File: src/dsi_pkg.sv
// dsi_pkg: constants and carriers for the dual-section serial control slave
// assumes: one package shared by the slave core and its register-bank helper
package dsi_pkg;
  // fixed upper part of the 7-bit slave address
  localparam logic [4:0] ADDR_FIXED   = 5'h02;
  localparam int         ADDR_W       = 7;
  localparam int         BYTE_W       = 8;
  localparam logic [7:0] REG_RESET    = 8'h00;
  // write-mode field positions
  localparam int WB_LIMIT_STYLE  = 7;
  localparam int WB_TONE_OUT_EN  = 6;
  localparam int WB_TONE_EN      = 5;
  localparam int WB_BOOST        = 4;
  localparam int WB_LEVEL        = 3;
  localparam int WB_ENABLE       = 2;
  localparam int WB_THRESH_TEST  = 1;
  localparam int WB_AUX          = 0;
  // read-mode field positions
  localparam int RB_MIN_CURRENT  = 7;
  localparam int RB_VOLTAGE      = 6;
  localparam int RB_TONE         = 5;
  localparam int RB_OVERTEMP     = 1;
  localparam int RB_OVERLOAD     = 0;
  // output level codes
  localparam logic [2:0] LVL_OFF  = 3'h0;
  localparam logic [2:0] LVL_13V4 = 3'h1;
  localparam logic [2:0] LVL_18V5 = 3'h2;
  localparam logic [2:0] LVL_14V4 = 3'h3;
  localparam logic [2:0] LVL_19V5 = 3'h4;
  localparam logic [2:0] LVL_22V  = 3'h5;

  typedef enum logic [1:0] {DSI_SEC_A, DSI_SEC_B} dsi_sec_e;

  // per-section analog status inputs
  typedef struct packed {
    logic min_current_flag;
    logic voltage_flag;
    logic tone_flag;
    logic overtemp_flag;
    logic overload_flag;
  } dsi_diag_s;

  // per-section control outputs
  typedef struct packed {
    logic       power_on;
    logic [2:0] level;
    logic       static_limit;
    logic       thresh_12ma;
    logic       tone_active;
    logic       tone_output_stage;
    logic       receive_output;
  } dsi_ctrl_s;
endpackage

File: src/dsi_section.sv
// dsi_section: one section register plus its control decode
// assumes: write strobe and data come from the slave core on clk_i
`timescale 1ns/1ns
module dsi_section
  import dsi_pkg::*;
(
  input  wire logic            clk_i,
  input  wire logic            rst_n_i,
  input  wire logic            ce_i,
  input  wire logic            lockout_i,
  input  wire logic            wr_i,
  input  wire logic [7:0]      wdata_i,
  input  wire logic            tone_in_i,
  input  wire dsi_pkg::dsi_diag_s diag_i,
  output logic [7:0]           rdata_o,
  output dsi_pkg::dsi_ctrl_s   ctrl_o
);
  import dsi_pkg::*;
  logic [7:0] section_register;
  // analog status flags cross in through two flops
  dsi_diag_s  diag_meta;
  dsi_diag_s  diag_sync;
  logic [7:0] next_section_register;
  dsi_ctrl_s  next_ctrl;
  logic [7:0] next_rdata;

  always_comb
  begin
    next_section_register = section_register;
    if (lockout_i)
      next_section_register = REG_RESET;
    else if (wr_i)
      next_section_register = wdata_i;
  end

  always_comb
  begin
    logic en;
    en = section_register[WB_ENABLE];
    next_ctrl = '0;
    next_ctrl.receive_output = en;
    if (en)
    begin
      next_ctrl.power_on     = ~diag_sync.overtemp_flag;
      next_ctrl.static_limit = section_register[WB_LIMIT_STYLE];
      next_ctrl.thresh_12ma  = section_register[WB_THRESH_TEST];
      next_ctrl.tone_output_stage = section_register[WB_TONE_OUT_EN];
      if (section_register[WB_TONE_OUT_EN])
        next_ctrl.tone_active = section_register[WB_TONE_EN] | tone_in_i;
      if (section_register[WB_AUX])
        next_ctrl.level = LVL_22V;
      else
        unique case ({section_register[WB_BOOST], section_register[WB_LEVEL]})
          2'b00: next_ctrl.level = LVL_13V4;
          2'b01: next_ctrl.level = LVL_18V5;
          2'b10: next_ctrl.level = LVL_14V4;
          2'b11: next_ctrl.level = LVL_19V5;
        endcase
    end
    // otherwise all power controls stay inactive
    next_rdata = {diag_sync.min_current_flag, diag_sync.voltage_flag, diag_sync.tone_flag,
                  section_register[WB_BOOST:WB_ENABLE],
                  diag_sync.overtemp_flag, diag_sync.overload_flag};
  end

  always_ff @(posedge clk_i)
  begin
    if (!rst_n_i)
    begin
      section_register <= REG_RESET;
      ctrl_o           <= '0;
      rdata_o          <= REG_RESET;
      diag_meta        <= '0;
      diag_sync        <= '0;
    end
    else if (ce_i)
    begin
      section_register <= next_section_register;
      ctrl_o           <= next_ctrl;
      rdata_o          <= next_rdata;
      diag_meta        <= diag_i;
      diag_sync        <= diag_meta;
    end
  end

  property p_en_off;
    @(posedge clk_i) disable iff (!rst_n_i)
      ce_i && !next_section_register[WB_ENABLE] && !section_register[WB_ENABLE]
        |=> !ctrl_o.power_on && ctrl_o.level == LVL_OFF;
  endproperty
  a_en_off: assert property (p_en_off) else $error("disabled section drives power");

  property p_write;
    @(posedge clk_i) disable iff (!rst_n_i) ce_i && wr_i && !lockout_i
      |=> section_register == $past(wdata_i);
  endproperty
  a_write: assert property (p_write) else $error("section write lost");

  property p_lock_clears;
    @(posedge clk_i) disable iff (!rst_n_i) ce_i && lockout_i |=> section_register == REG_RESET;
  endproperty
  a_lock_clears: assert property (p_lock_clears) else $error("register kept in lockout");

  property p_echo;
    @(posedge clk_i) disable iff (!rst_n_i) ce_i
      |=> rdata_o[WB_BOOST:WB_ENABLE] == $past(section_register[WB_BOOST:WB_ENABLE]);
  endproperty
  a_echo: assert property (p_echo) else $error("echo bits differ");
endmodule // dsi_section

File: src/dsi_slave.sv
// dsi_slave: two-wire serial slave serving two supply sections A and B
// assumes: scl/sda come from pins (async), diag flags from analog, open-drain sda
//
// Functional notes
// - device drives ack low for whole pulse
// - no acknowledge while supply lockout active
// - address byte picks section register
// - start, address with rw, data+ack, stop
// - address 00010 plus two select bits
// - register bit layout, limit style to aux
// - write stores data byte in section
// - registers zero, bus ignored during lockout
// - boost and level pick four levels
// - aux bit forces 22 V level
// - tone continuous or follows tone input
// - tone output enable gates tone stage
// - limit style selects pulsed or static
// - threshold test selects 6 or 12 mA
// - read shifts diagnostic byte out msb-first
// - master ack continues read, nack ends
// - read echoes boost, level, enable bits
// - overtemp flag reported, power disabled
// - overload flag reflects protection trip
// - monitor flags set when out of limits
// - bytes eight bits msb-first with ack
`timescale 1ns/1ns
module dsi_slave
  import dsi_pkg::*;
(
  input  wire logic               clk_i,
  input  wire logic               rst_n_i,
  input  wire logic               ce_i,
  input  wire logic               supply_lockout_i,
  input  wire logic [1:0]         addr_sel_a_i,
  input  wire logic [1:0]         addr_sel_b_i,
  input  wire logic               scl_i,
  input  wire logic               sda_i,
  output logic                    sda_o,
  output logic                    sda_oe_n_o,
  input  wire logic               tone_in_a_i,
  input  wire logic               tone_in_b_i,
  input  wire dsi_pkg::dsi_diag_s diag_a_i,
  input  wire dsi_pkg::dsi_diag_s diag_b_i,
  output dsi_pkg::dsi_ctrl_s      ctrl_a_o,
  output dsi_pkg::dsi_ctrl_s      ctrl_b_o
);
  import dsi_pkg::*;

  typedef enum logic [2:0] {ST_IDLE, ST_ADDR, ST_ACK, ST_WDATA, ST_RDATA, ST_RACK} dsi_state_e;

  // synchronisers: first stage feeds only the second
  logic [1:0] scl_sync;
  logic [1:0] sda_sync;
  logic [1:0] lock_sync;
  logic [1:0] tin_a_sync;
  logic [1:0] tin_b_sync;
  logic [1:0] asel_a_sync;
  logic [1:0] asel_a_meta;
  logic [1:0] asel_b_sync;
  logic [1:0] asel_b_meta;
  logic       scl_d;
  logic       sda_d;

  logic       scl_s;
  logic       sda_s;
  logic       lockout;
  logic       scl_rise;
  logic       scl_fall;
  logic       start_det;
  logic       stop_det;

  dsi_state_e state;
  dsi_state_e next_state;
  logic [7:0] shift;
  logic [7:0] next_shift;
  logic [3:0] bit_cnt;
  logic [3:0] next_bit_cnt;
  logic       is_read;
  logic       next_is_read;
  dsi_sec_e   sec;
  dsi_sec_e   next_sec;
  logic       drive_low;
  logic       next_drive_low;
  logic       wr_a;
  logic       wr_b;
  logic       ack_due;
  logic [7:0] rdata_a;
  logic [7:0] rdata_b;

  assign scl_s     = scl_sync[1];
  assign sda_s     = sda_sync[1];
  assign lockout   = lock_sync[1];
  assign scl_rise  = scl_s & ~scl_d;
  assign scl_fall  = ~scl_s & scl_d;
  assign start_det = scl_s & scl_d & sda_d & ~sda_s;
  assign stop_det  = scl_s & scl_d & ~sda_d & sda_s;

  // address match for one section
  function automatic logic addr_hit(input logic [6:0] a, input logic [1:0] sel);
    addr_hit = (a[6:2] == ADDR_FIXED) && (a[1:0] == sel);
  endfunction

  always_ff @(posedge clk_i)
  begin
    if (!rst_n_i)
    begin
      scl_sync    <= 2'h3;
      sda_sync    <= 2'h3;
      lock_sync   <= 2'h3;
      tin_a_sync  <= 2'h0;
      tin_b_sync  <= 2'h0;
      asel_a_meta <= 2'h0;
      asel_a_sync <= 2'h0;
      asel_b_meta <= 2'h0;
      asel_b_sync <= 2'h0;
      scl_d       <= 1'b1;
      sda_d       <= 1'b1;
    end
    else if (ce_i)
    begin
      scl_sync    <= {scl_sync[0], scl_i};
      sda_sync    <= {sda_sync[0], sda_i};
      lock_sync   <= {lock_sync[0], supply_lockout_i};
      tin_a_sync  <= {tin_a_sync[0], tone_in_a_i};
      tin_b_sync  <= {tin_b_sync[0], tone_in_b_i};
      asel_a_meta <= addr_sel_a_i;
      asel_a_sync <= asel_a_meta;
      asel_b_meta <= addr_sel_b_i;
      asel_b_sync <= asel_b_meta;
      scl_d       <= scl_s;
      sda_d       <= sda_s;
    end
  end

  always_comb
  begin
    next_state     = state;
    next_shift     = shift;
    next_bit_cnt   = bit_cnt;
    next_is_read   = is_read;
    next_sec       = sec;
    next_drive_low = drive_low;
    wr_a           = 1'b0;
    wr_b           = 1'b0;
    ack_due        = 1'b0;
    if (lockout || stop_det)
    begin
      next_state     = ST_IDLE;
      next_drive_low = 1'b0;
    end
    else if (start_det)
    begin
      next_state     = ST_ADDR;
      next_bit_cnt   = 4'h0;
      next_drive_low = 1'b0;
    end
    else
      unique case (state)
        ST_IDLE: ;
        ST_ADDR, ST_WDATA:
        begin
          if (scl_rise)
          begin
            next_shift   = {shift[6:0], sda_s};
            next_bit_cnt = bit_cnt + 4'h1;
          end
          else if (scl_fall && bit_cnt == 4'h8)
          begin
            next_bit_cnt = 4'h0;
            if (state == ST_ADDR)
            begin
              next_is_read = shift[0];
              if (addr_hit(shift[7:1], asel_a_sync))
              begin
                next_sec = DSI_SEC_A;
                ack_due  = 1'b1;
              end
              else if (addr_hit(shift[7:1], asel_b_sync))
              begin
                next_sec = DSI_SEC_B;
                ack_due  = 1'b1;
              end
            end
            else
            begin
              ack_due = 1'b1;
              wr_a    = (sec == DSI_SEC_A);
              wr_b    = (sec == DSI_SEC_B);
            end
            if (ack_due)
            begin
              next_state     = ST_ACK;
              next_drive_low = 1'b1;
            end
            else
              next_state = ST_IDLE;
          end
        end
        ST_ACK:
          if (scl_fall)
          begin
            if (is_read)
            begin
              next_shift     = (sec == DSI_SEC_A) ? rdata_a : rdata_b;
              next_drive_low = ~next_shift[7];
              next_bit_cnt   = 4'h1;
              next_state     = ST_RDATA;
            end
            else
            begin
              next_drive_low = 1'b0;
              next_state     = ST_WDATA;
            end
          end
        ST_RDATA:
          if (scl_fall)
          begin
            if (bit_cnt == 4'h8)
            begin
              next_drive_low = 1'b0;
              next_state     = ST_RACK;
            end
            else
            begin
              next_shift     = {shift[6:0], 1'b0};
              next_drive_low = ~shift[6];
              next_bit_cnt   = bit_cnt + 4'h1;
            end
          end
        ST_RACK:
          if (scl_rise)
          begin
            if (!sda_s)
              next_state = ST_ACK;
            else
              next_state = ST_IDLE;
          end
      endcase
  end

  always_ff @(posedge clk_i)
  begin
    if (!rst_n_i)
    begin
      state     <= ST_IDLE;
      shift     <= 8'h00;
      bit_cnt   <= 4'h0;
      is_read   <= 1'b0;
      sec       <= DSI_SEC_A;
      drive_low <= 1'b0;
    end
    else if (ce_i)
    begin
      state     <= next_state;
      shift     <= next_shift;
      bit_cnt   <= next_bit_cnt;
      is_read   <= next_is_read;
      sec       <= next_sec;
      drive_low <= next_drive_low;
    end
  end

  assign sda_o      = 1'b0;
  assign sda_oe_n_o = ~drive_low;

  dsi_section u_sec_a (
    .clk_i     (clk_i),
    .rst_n_i   (rst_n_i),
    .ce_i      (ce_i),
    .lockout_i (lockout),
    .wr_i      (wr_a),
    .wdata_i   (shift),
    .tone_in_i (tin_a_sync[1]),
    .diag_i    (diag_a_i),
    .rdata_o   (rdata_a),
    .ctrl_o    (ctrl_a_o)
  );

  dsi_section u_sec_b (
    .clk_i     (clk_i),
    .rst_n_i   (rst_n_i),
    .ce_i      (ce_i),
    .lockout_i (lockout),
    .wr_i      (wr_b),
    .wdata_i   (shift),
    .tone_in_i (tin_b_sync[1]),
    .diag_i    (diag_b_i),
    .rdata_o   (rdata_b),
    .ctrl_o    (ctrl_b_o)
  );

  // assertions
  property p_lock_no_ack;
    @(posedge clk_i) disable iff (!rst_n_i) ce_i && lockout |=> sda_oe_n_o;
  endproperty
  a_lock_no_ack: assert property (p_lock_no_ack) else $error("ack during lockout");

  property p_ack_held;
    @(posedge clk_i) disable iff (!rst_n_i)
      ce_i && (state == ST_ADDR || state == ST_WDATA) && next_state == ST_ACK |=> !sda_oe_n_o;
  endproperty
  a_ack_held: assert property (p_ack_held) else $error("ack not driven");

  property p_ack_stable;
    @(posedge clk_i) disable iff (!rst_n_i)
      state == ST_ACK && !sda_oe_n_o && !scl_fall && !stop_det && !start_det && !lockout && ce_i
        |=> !sda_oe_n_o;
  endproperty
  a_ack_stable: assert property (p_ack_stable) else $error("ack released early");

  property p_single_write;
    @(posedge clk_i) disable iff (!rst_n_i) !(wr_a && wr_b);
  endproperty
  a_single_write: assert property (p_single_write) else $error("both sections written");

  property p_read_msb;
    @(posedge clk_i) disable iff (!rst_n_i)
      ce_i && state == ST_ACK && is_read && scl_fall && !lockout && !stop_det && !start_det
        |=> sda_oe_n_o == shift[7];
  endproperty
  a_read_msb: assert property (p_read_msb) else $error("read msb wrong");

  property p_nack_ends;
    @(posedge clk_i) disable iff (!rst_n_i)
      ce_i && state == ST_RACK && scl_rise && sda_s && !lockout && !stop_det && !start_det
        |=> state == ST_IDLE ##1 sda_oe_n_o;
  endproperty
  a_nack_ends: assert property (p_nack_ends) else $error("read not ended by nack");

  c_write: cover property (@(posedge clk_i) wr_a);
  c_write_b: cover property (@(posedge clk_i) wr_b);
  c_read: cover property (@(posedge clk_i) state == ST_RACK);
  c_read_more: cover property (@(posedge clk_i) state == ST_RACK ##1 state == ST_ACK);
endmodule // dsi_slave

File: config.mk
export PLATFORM = sky130hd
export DESIGN_NAME = dsi_slave
export DESIGN_NICKNAME = d
export VERILOG_FILES = /design/src/dsi_pkg.sv /design/src/dsi_section.sv /design/src/dsi_slave.sv
export SDC_FILE = /design/constraint.sdc
export NUM_CORES = 1
export LEC_CHECK = 0
export ABC_AREA = 1
export BUFFER_PORTS_ARGS = -buffer_cell sky130_fd_sc_hd__buf_2
export CORE_UTILIZATION = 30
export CTS_BUF_LIST = sky130_fd_sc_hd__clkbuf_8
export DETAILED_ROUTE_END_ITERATION = 12
export PLACE_DENSITY = 0.5
export SLEW_MARGIN = 20
export SYNTH_ARGS = -nofsm -noshare
export SYNTH_HDL_FRONTEND = slang
export SYNTH_SLANG_ARGS = --single-unit
File: constraint.sdc
create_clock -name clk_i -period 2.2 [get_ports clk_i]
set_input_delay 0.33 -clock clk_i [delete_from_list [all_inputs] [get_ports clk_i]]
set_output_delay 0.33 -clock clk_i [all_outputs]
set_load 0.005 [all_outputs]
# --- After elaboration in Yosys (flattened, before gate mapping) ---
# Index checks and enable logic that the tools add are counted.
totals:
  regBits: 109
  in_bits: 22
  out_inout_bits: 20
  elab_cells: 204
classes:
  n_addsub: 1
  n_eq_ne: 33
  n_mux: 71
  bitwise: 21
  n_reduce_logical: 23
ops:
  columns: ["operator", "n"]
  rows:
  - ["8-bit two-way mux", 12]
  - ["3-bit one-hot mux with 4 select lines", 3]
  - ["3-bit two-way mux", 11]
  - ["4-bit inequality test, second input constant", 8]
  - ["1-bit two-way mux", 31]
  - ["4-bit two-way mux", 7]
  - ["8-bit one-hot mux with 3 select lines", 1]
  - ["8-bit AND reduction", 3]
  - ["7-bit AND reduction", 2]
  - ["3-bit inequality test, second input constant", 4]
  - ["1-bit inverter", 12]
  - ["4-bit one-hot mux with 3 select lines", 1]
  - ["2-bit inequality test, second input constant", 5]
  - ["9-bit AND reduction", 1]
  - ["2-bit equality test, second input constant", 4]
  - ["2-bit two-way mux", 4]
  - ["1-bit bitwise AND", 7]
  - ["2-bit by 1-bit equality test with 1-bit output, second input constant", 3]
  - ["3-bit by 2-bit equality test with 1-bit output, second input constant", 2]
  - ["3-bit equality test, second input constant", 2]
  - ["2-bit logical NOT", 3]
  - ["2-bit nonzero test", 3]
  - ["6-bit nonzero test", 1]
  - ["5-bit by 2-bit equality test with 1-bit output, second input constant", 1]
  - ["13 further kinds", 18]

# --- Longest topological paths before layout ---
logic_depth:
  word_depth: 16
  ltp_mapped: 13
  ltp_nobuf: 13

# --- Modules after synthesis ---
# A second synthesis with hierarchy kept.
unflattened:
  cells_unflattened: 669
  hier_area_um2: 4780.8
modules_own_cells:
  columns: ["module", "n_inst", "cells_each", "area_each_um2", "seq_area_each_um2"]
  rows:
  - ["dsi_section", 2, 177, 1331.3, 680.7]
  - ["dsi_slave", 1, 315, 2118.3, 760.7]

# --- Worst setup path after synthesis ---
# No wires, ideal clock.
synth_timing:
  path_type: "register to register"
  start: "register bit_cnt[0]"
  end: "register u_sec_a.section_register[7]"
  setup_ps: 132
  arrival_time_ps: 1452
  t_required_ps: 2068
  setup_slack_ps: 615
  path_stages_with_launch: 10
  n_path_buf: 0
  period_less_slack_ps: 1585
  cell_sequence: "dfxtp_1 > inv_1 > ha_1 > nand3_1 > nor2_1 > nand4_1 > o21ai_2 > nand2_2 > nand2_1 > a21oi_1"
synth_via:
  elab_chain_cells: 9
synth_lines:
  columns: ["element", "line_no", "source"]
  rows:
  - ["start: declaration", "dsi_slave.sv:76", "logic [3:0] bit_cnt;"]
  - ["start signal: assignment", "dsi_slave.sv:256", "bit_cnt <= next_bit_cnt;"]
  - ["4-bit equality test", "dsi_slave.sv:167", "else if (scl_fall && bit_cnt == 4'h8)"]
  - ["1-bit logical AND", "dsi_slave.sv:167", null]
  - ["1-bit two-way mux", "dsi_slave.sv:167", null]
  - ["1-bit two-way mux", "dsi_slave.sv:162", "if (scl_rise)"]
  - ["1-bit two-way mux", "dsi_slave.sv:158", "unique case (state)"]
  - ["1-bit two-way mux", "dsi_slave.sv:151", "else if (start_det)"]
  - ["1-bit two-way mux", "dsi_slave.sv:146", "if (lockout || stop_det)"]
  - ["2-bit nonzero test (no source line)", null, null]
  - ["2-bit AND reduction (no source line)", null, null]
  - ["end signal: assignment", "dsi_section.sv:78", "section_register <= next_section_register;"]
  - ["end: declaration", "dsi_section.sv:19", "logic [7:0] section_register;"]
# Every way passes these cells.
# A chain may end at the register's enable or synchronous reset.

# --- Worst setup path after layout ---
layout_timing:
  start: "register bit_cnt[0]"
  end: "register u_sec_b.section_register[1]"
layout_via:
  elab_chain_cells: 9
layout_lines:
  columns: ["element", "line_no"]
  rows:
  - ["4-bit equality test", "dsi_slave.sv:167"]
  - ["1-bit logical AND", "dsi_slave.sv:167"]
  - ["1-bit two-way mux", "dsi_slave.sv:167"]
  - ["1-bit two-way mux", "dsi_slave.sv:162"]
  - ["1-bit two-way mux", "dsi_slave.sv:158"]
  - ["1-bit two-way mux", "dsi_slave.sv:151"]
  - ["1-bit two-way mux", "dsi_slave.sv:146"]
  - ["2-bit nonzero test (no source line)", null]
  - ["2-bit AND reduction (no source line)", null]
  - ["end signal: assignment", "dsi_section.sv:78"]
  - ["end: declaration", "dsi_section.sv:19"]
# Every way passes these cells.

==> impl_metrics.ini <==
[status]
status = finished, final reports clean

[power]
power.leakage_nw = 2.20
power_density_nw_per_um2 = 697
peakVddDrop_mv = 0.362

[synthesis]
syn_area_um2 = 4670
synth_area_per_cell_um2 = 7.09
yosysWarnings = 0
yosys.cell_types.count = 35
syn_inst = 659
seq_area_frac_synth_pct = 45.4
synthesis.nets = 689
ys_ff_latch = 106

[finish]
synthToLayoutAreaGrowth_pct = 12.2
fillerInstances = 1674
final_layout_size_suffix_gt1_share_pct = 13.3
finish.instance_area_um2 = 5240
num-nets-final = 717
antenna_cells = 0

[worst_setup_path]
start_kind = register
worst_r2r_path_depth = 9
critPathRequiredTime_ns = 2.46
path_buf_inv = 1
slowest_delay_ns = 0.36
critPathCaptureType = register
critical-path-slowest-cell = dfxtp_1
cp_top_family = simple AND/OR/NAND/NOR gates
r2r-end = u_sec_b.section_register[1]$_SDFFE_PN0P_
crit_path_max_fanout = 9
crit_cells = 9
path_cells = inv_1 -> ha_1 -> nand3_1 -> nor2_1 -> nand4_1 -> o21ai_2 -> nand2_2 -> nand2_1 -> a21oi_1
reg2reg_from = bit_cnt[0]$_SDFFE_PN0P_
critical_path_class = register to register
crit_arrival_ns = 2.15
r2r_slack_ns = 0.31

[cts]
clockRootBuffer = clkbuf_8
clockBufferDepth = 2
cts_setup_buffers = 0
cts-htree-levels = 3
cts_tree = done
path_clk_slew_ns = 0.10
cts_sinks = 106
cts_resized = 0
ctsHoldBuffers = 0
clk_latency_ns = 0.39
cts_buffers = 9

[grt]
antenna_found_initial = 0
grt-ovfl-total = 0
grt_pass1_wl_um = 18500
track_usage_pct = 14.6
grt_max_degree = 71
grt_pass1_vias = 3825

[drt]
first_pass_iters = 4
ant_nets = 0
drtIter0Drc = 203
drc = 0
wl_um = 11300
vias_per_cell = 4.70
post_drt_wl_per_cell_um = 12.8
num_vias = 4138

[floorplanning]
die_h_um = 127
start_util_pct = 30.7
die_w_um = 127
io_pins = 42
core_um2 = 15200
rows = 45
die-area_um2 = 16100

[sta]
min_period_ns = 1.89
fin_skew_ns = 0.00960
max_freq_mhz = 529
maxSlewViolCount = 0
post-route-period-util_pct = 85.9
tns_ns = 0
setup_violations = 0
hold_viol = 0
rsz0062_at_grt = no

[min_path]
hold_class = input pin to register
holdPathStages = 3
hp-start = supply_lockout_i
hold_end = lock_sync[0]$_SDFFE_PN1P_

[placed_design]
place_area_um2 = 5050
dp_hpwl_um = 7910
port_buffers = 40
gp_congestion = 0.842

[flow_run]
cap_viol_max_count = 0
[sequential cells by signal (all words and copies together), names as in the netlist, 5 cells and up]
| name | count |
|---|---|
| shift | 8 |
| u_sec_b.ctrl_o | 8 |
| u_sec_b.diag_meta | 5 |
| u_sec_a.ctrl_o | 8 |
| u_sec_a.section_register | 8 |
| u_sec_b.rdata_o | 8 |
| u_sec_b.diag_sync | 5 |
| u_sec_a.rdata_o | 8 |
| u_sec_a.diag_meta | 5 |
| u_sec_b.section_register | 8 |
| u_sec_a.diag_sync | 5 |
[layer usage]
layer / GRT usage (%) / share of wire [%] / vias up / routed length [um]
li1: - / - / 2186 / -
met1: 19.9 / 51 / 1881 / 5780
met2: 22.5 / 44 / 59 / 4930
met3: 3.54 / 3.3 / 12 / 368
met4: 5.39 / 1.5 / 0 / 170
met5: 0 / 0 / - / 0
[worst max path at each step]
| stage | startpoint | to | slack, ns |
|---|---|---|---|
| floorplan | bit_cnt[0]$_SDFFE_PN0P_ | u_sec_a.section_register[7]$_SDFFE_PN0P_ | 0.62 |
| detailed placement | bit_cnt[0]$_SDFFE_PN0P_ | u_sec_b.section_register[1]$_SDFFE_PN0P_ | 0.32 |
| global placement | sda_sync[1]$_SDFFE_PN1P_ | state[1]$_SDFFE_PN0P_ | 0.33 |
| CTS | bit_cnt[0]$_SDFFE_PN0P_ | u_sec_b.section_register[1]$_SDFFE_PN0P_ | 0.29 |
| finish | bit_cnt[0]$_SDFFE_PN0P_ | u_sec_b.section_register[1]$_SDFFE_PN0P_ | 0.31 |
| global route | bit_cnt[0]$_SDFFE_PN0P_ | u_sec_b.section_register[3]$_SDFFE_PN0P_ | 0.12 |
[worst reg2reg max path, stage by stage, from the launching register on]
cell and delay (ns):
dfxtp_1 0.36, inv_1 0.07, ha_1 0.15, nand3_1 0.15
nor2_1 0.22, nand4_1 0.13, o21ai_2 0.34, nand2_2 0.19
nand2_1 0.10, a21oi_1 0.07
[where the power goes]
group	total (mW)	switching (mW)	internal, mW
sequential	2.05	0.0513	2.00
combinational	0.434	0.296	0.138
clock	1.17	0.715	0.457
[per-stage QoR]
step           hold WS [ns]  instances  utilization, %  total power [mW]  setup WS, ns
2_1_floorplan         0.429        659               -              2.41         0.615
6_report              0.152        880            34.5              3.65         0.311
4_1_cts               0.120        880            34.5              3.72         0.294
5_1_grt               0.144        880            34.5              3.86         0.118
3_5_place_dp          0.450        864            33.2              2.53         0.323
3_3_place_gp          0.444        864            33.2              2.53         0.328
[cell usage after synthesis, drive strengths merged]
| cell type | n | area share (%) |
|---|---|---|
| a31oi | 1 | 0.13 |
| clkbuf | 25 | 2.0 |
| o211ai | 1 | 0.16 |
| nand3 | 35 | 4.1 |
| nor4 | 7 | 0.94 |
| a21oi | 60 | 6.4 |
| dfxtp | 106 | 45 |
| nor3 | 3 | 0.56 |
| conb | 1 | 0.080 |
| nor2 | 124 | 10 |
| buf | 8 | 0.96 |
| inv | 50 | 4.1 |
| o21ai | 77 | 8.9 |
| nand3b | 2 | 0.32 |
| o31ai | 3 | 0.48 |
| xor2 | 1 | 0.19 |
| nand2 | 142 | 12 |
| nand4 | 4 | 0.54 |
| or2 | 1 | 0.13 |
| ha | 8 | 2.1 |
[layout make-up]
cell class,count,area (um^2),area share (%)
Multi-Input combinational cell,470,2220,42.3
Sequential cell,106,2120,40.5
Timing Repair Buffer,50,288,5.49
Tap cell,188,235,4.49
Inverter,50,190,3.63
Clock buffer,10,138,2.63
Clock inverter,6,50.0,0.955
[logic make-up after synthesis]
logic type,synth area share [%]
other,0.0803
XOR/XNOR,0.188
buffers and inverters,7.07
flip-flops,45.4
AO/OA/AOI/OAI,16.1
AND/OR/NAND/NOR,29.0
adder cells (fa/ha/maj),2.14
[layout by cell type (no fill, tap or decap), types with 2 or more instances in the layout]
cell | netlist | layout
a21oi_1 | 60 | 60
buf_2 | 3 | 40
buf_4 | 3 | 9
clkbuf_8 | 0 | 10
clkinv_4 | 0 | 3
dfxtp_1 | 106 | 106
ha_1 | 8 | 8
inv_1 | 43 | 44
inv_2 | 6 | 6
nand2_1 | 134 | 134
nand2_2 | 7 | 7
nand3_1 | 33 | 33
nand3b_1 | 2 | 2
nand4_1 | 4 | 4
nor2_1 | 120 | 120
nor2_2 | 2 | 2
nor2_4 | 2 | 2
nor3_1 | 2 | 2
nor4_1 | 7 | 7
o21ai_0 | 66 | 66
o21ai_1 | 7 | 7
o21ai_2 | 2 | 2
o21ai_4 | 2 | 2
o31ai_1 | 3 | 3
(Power assumes the default switching activity.)
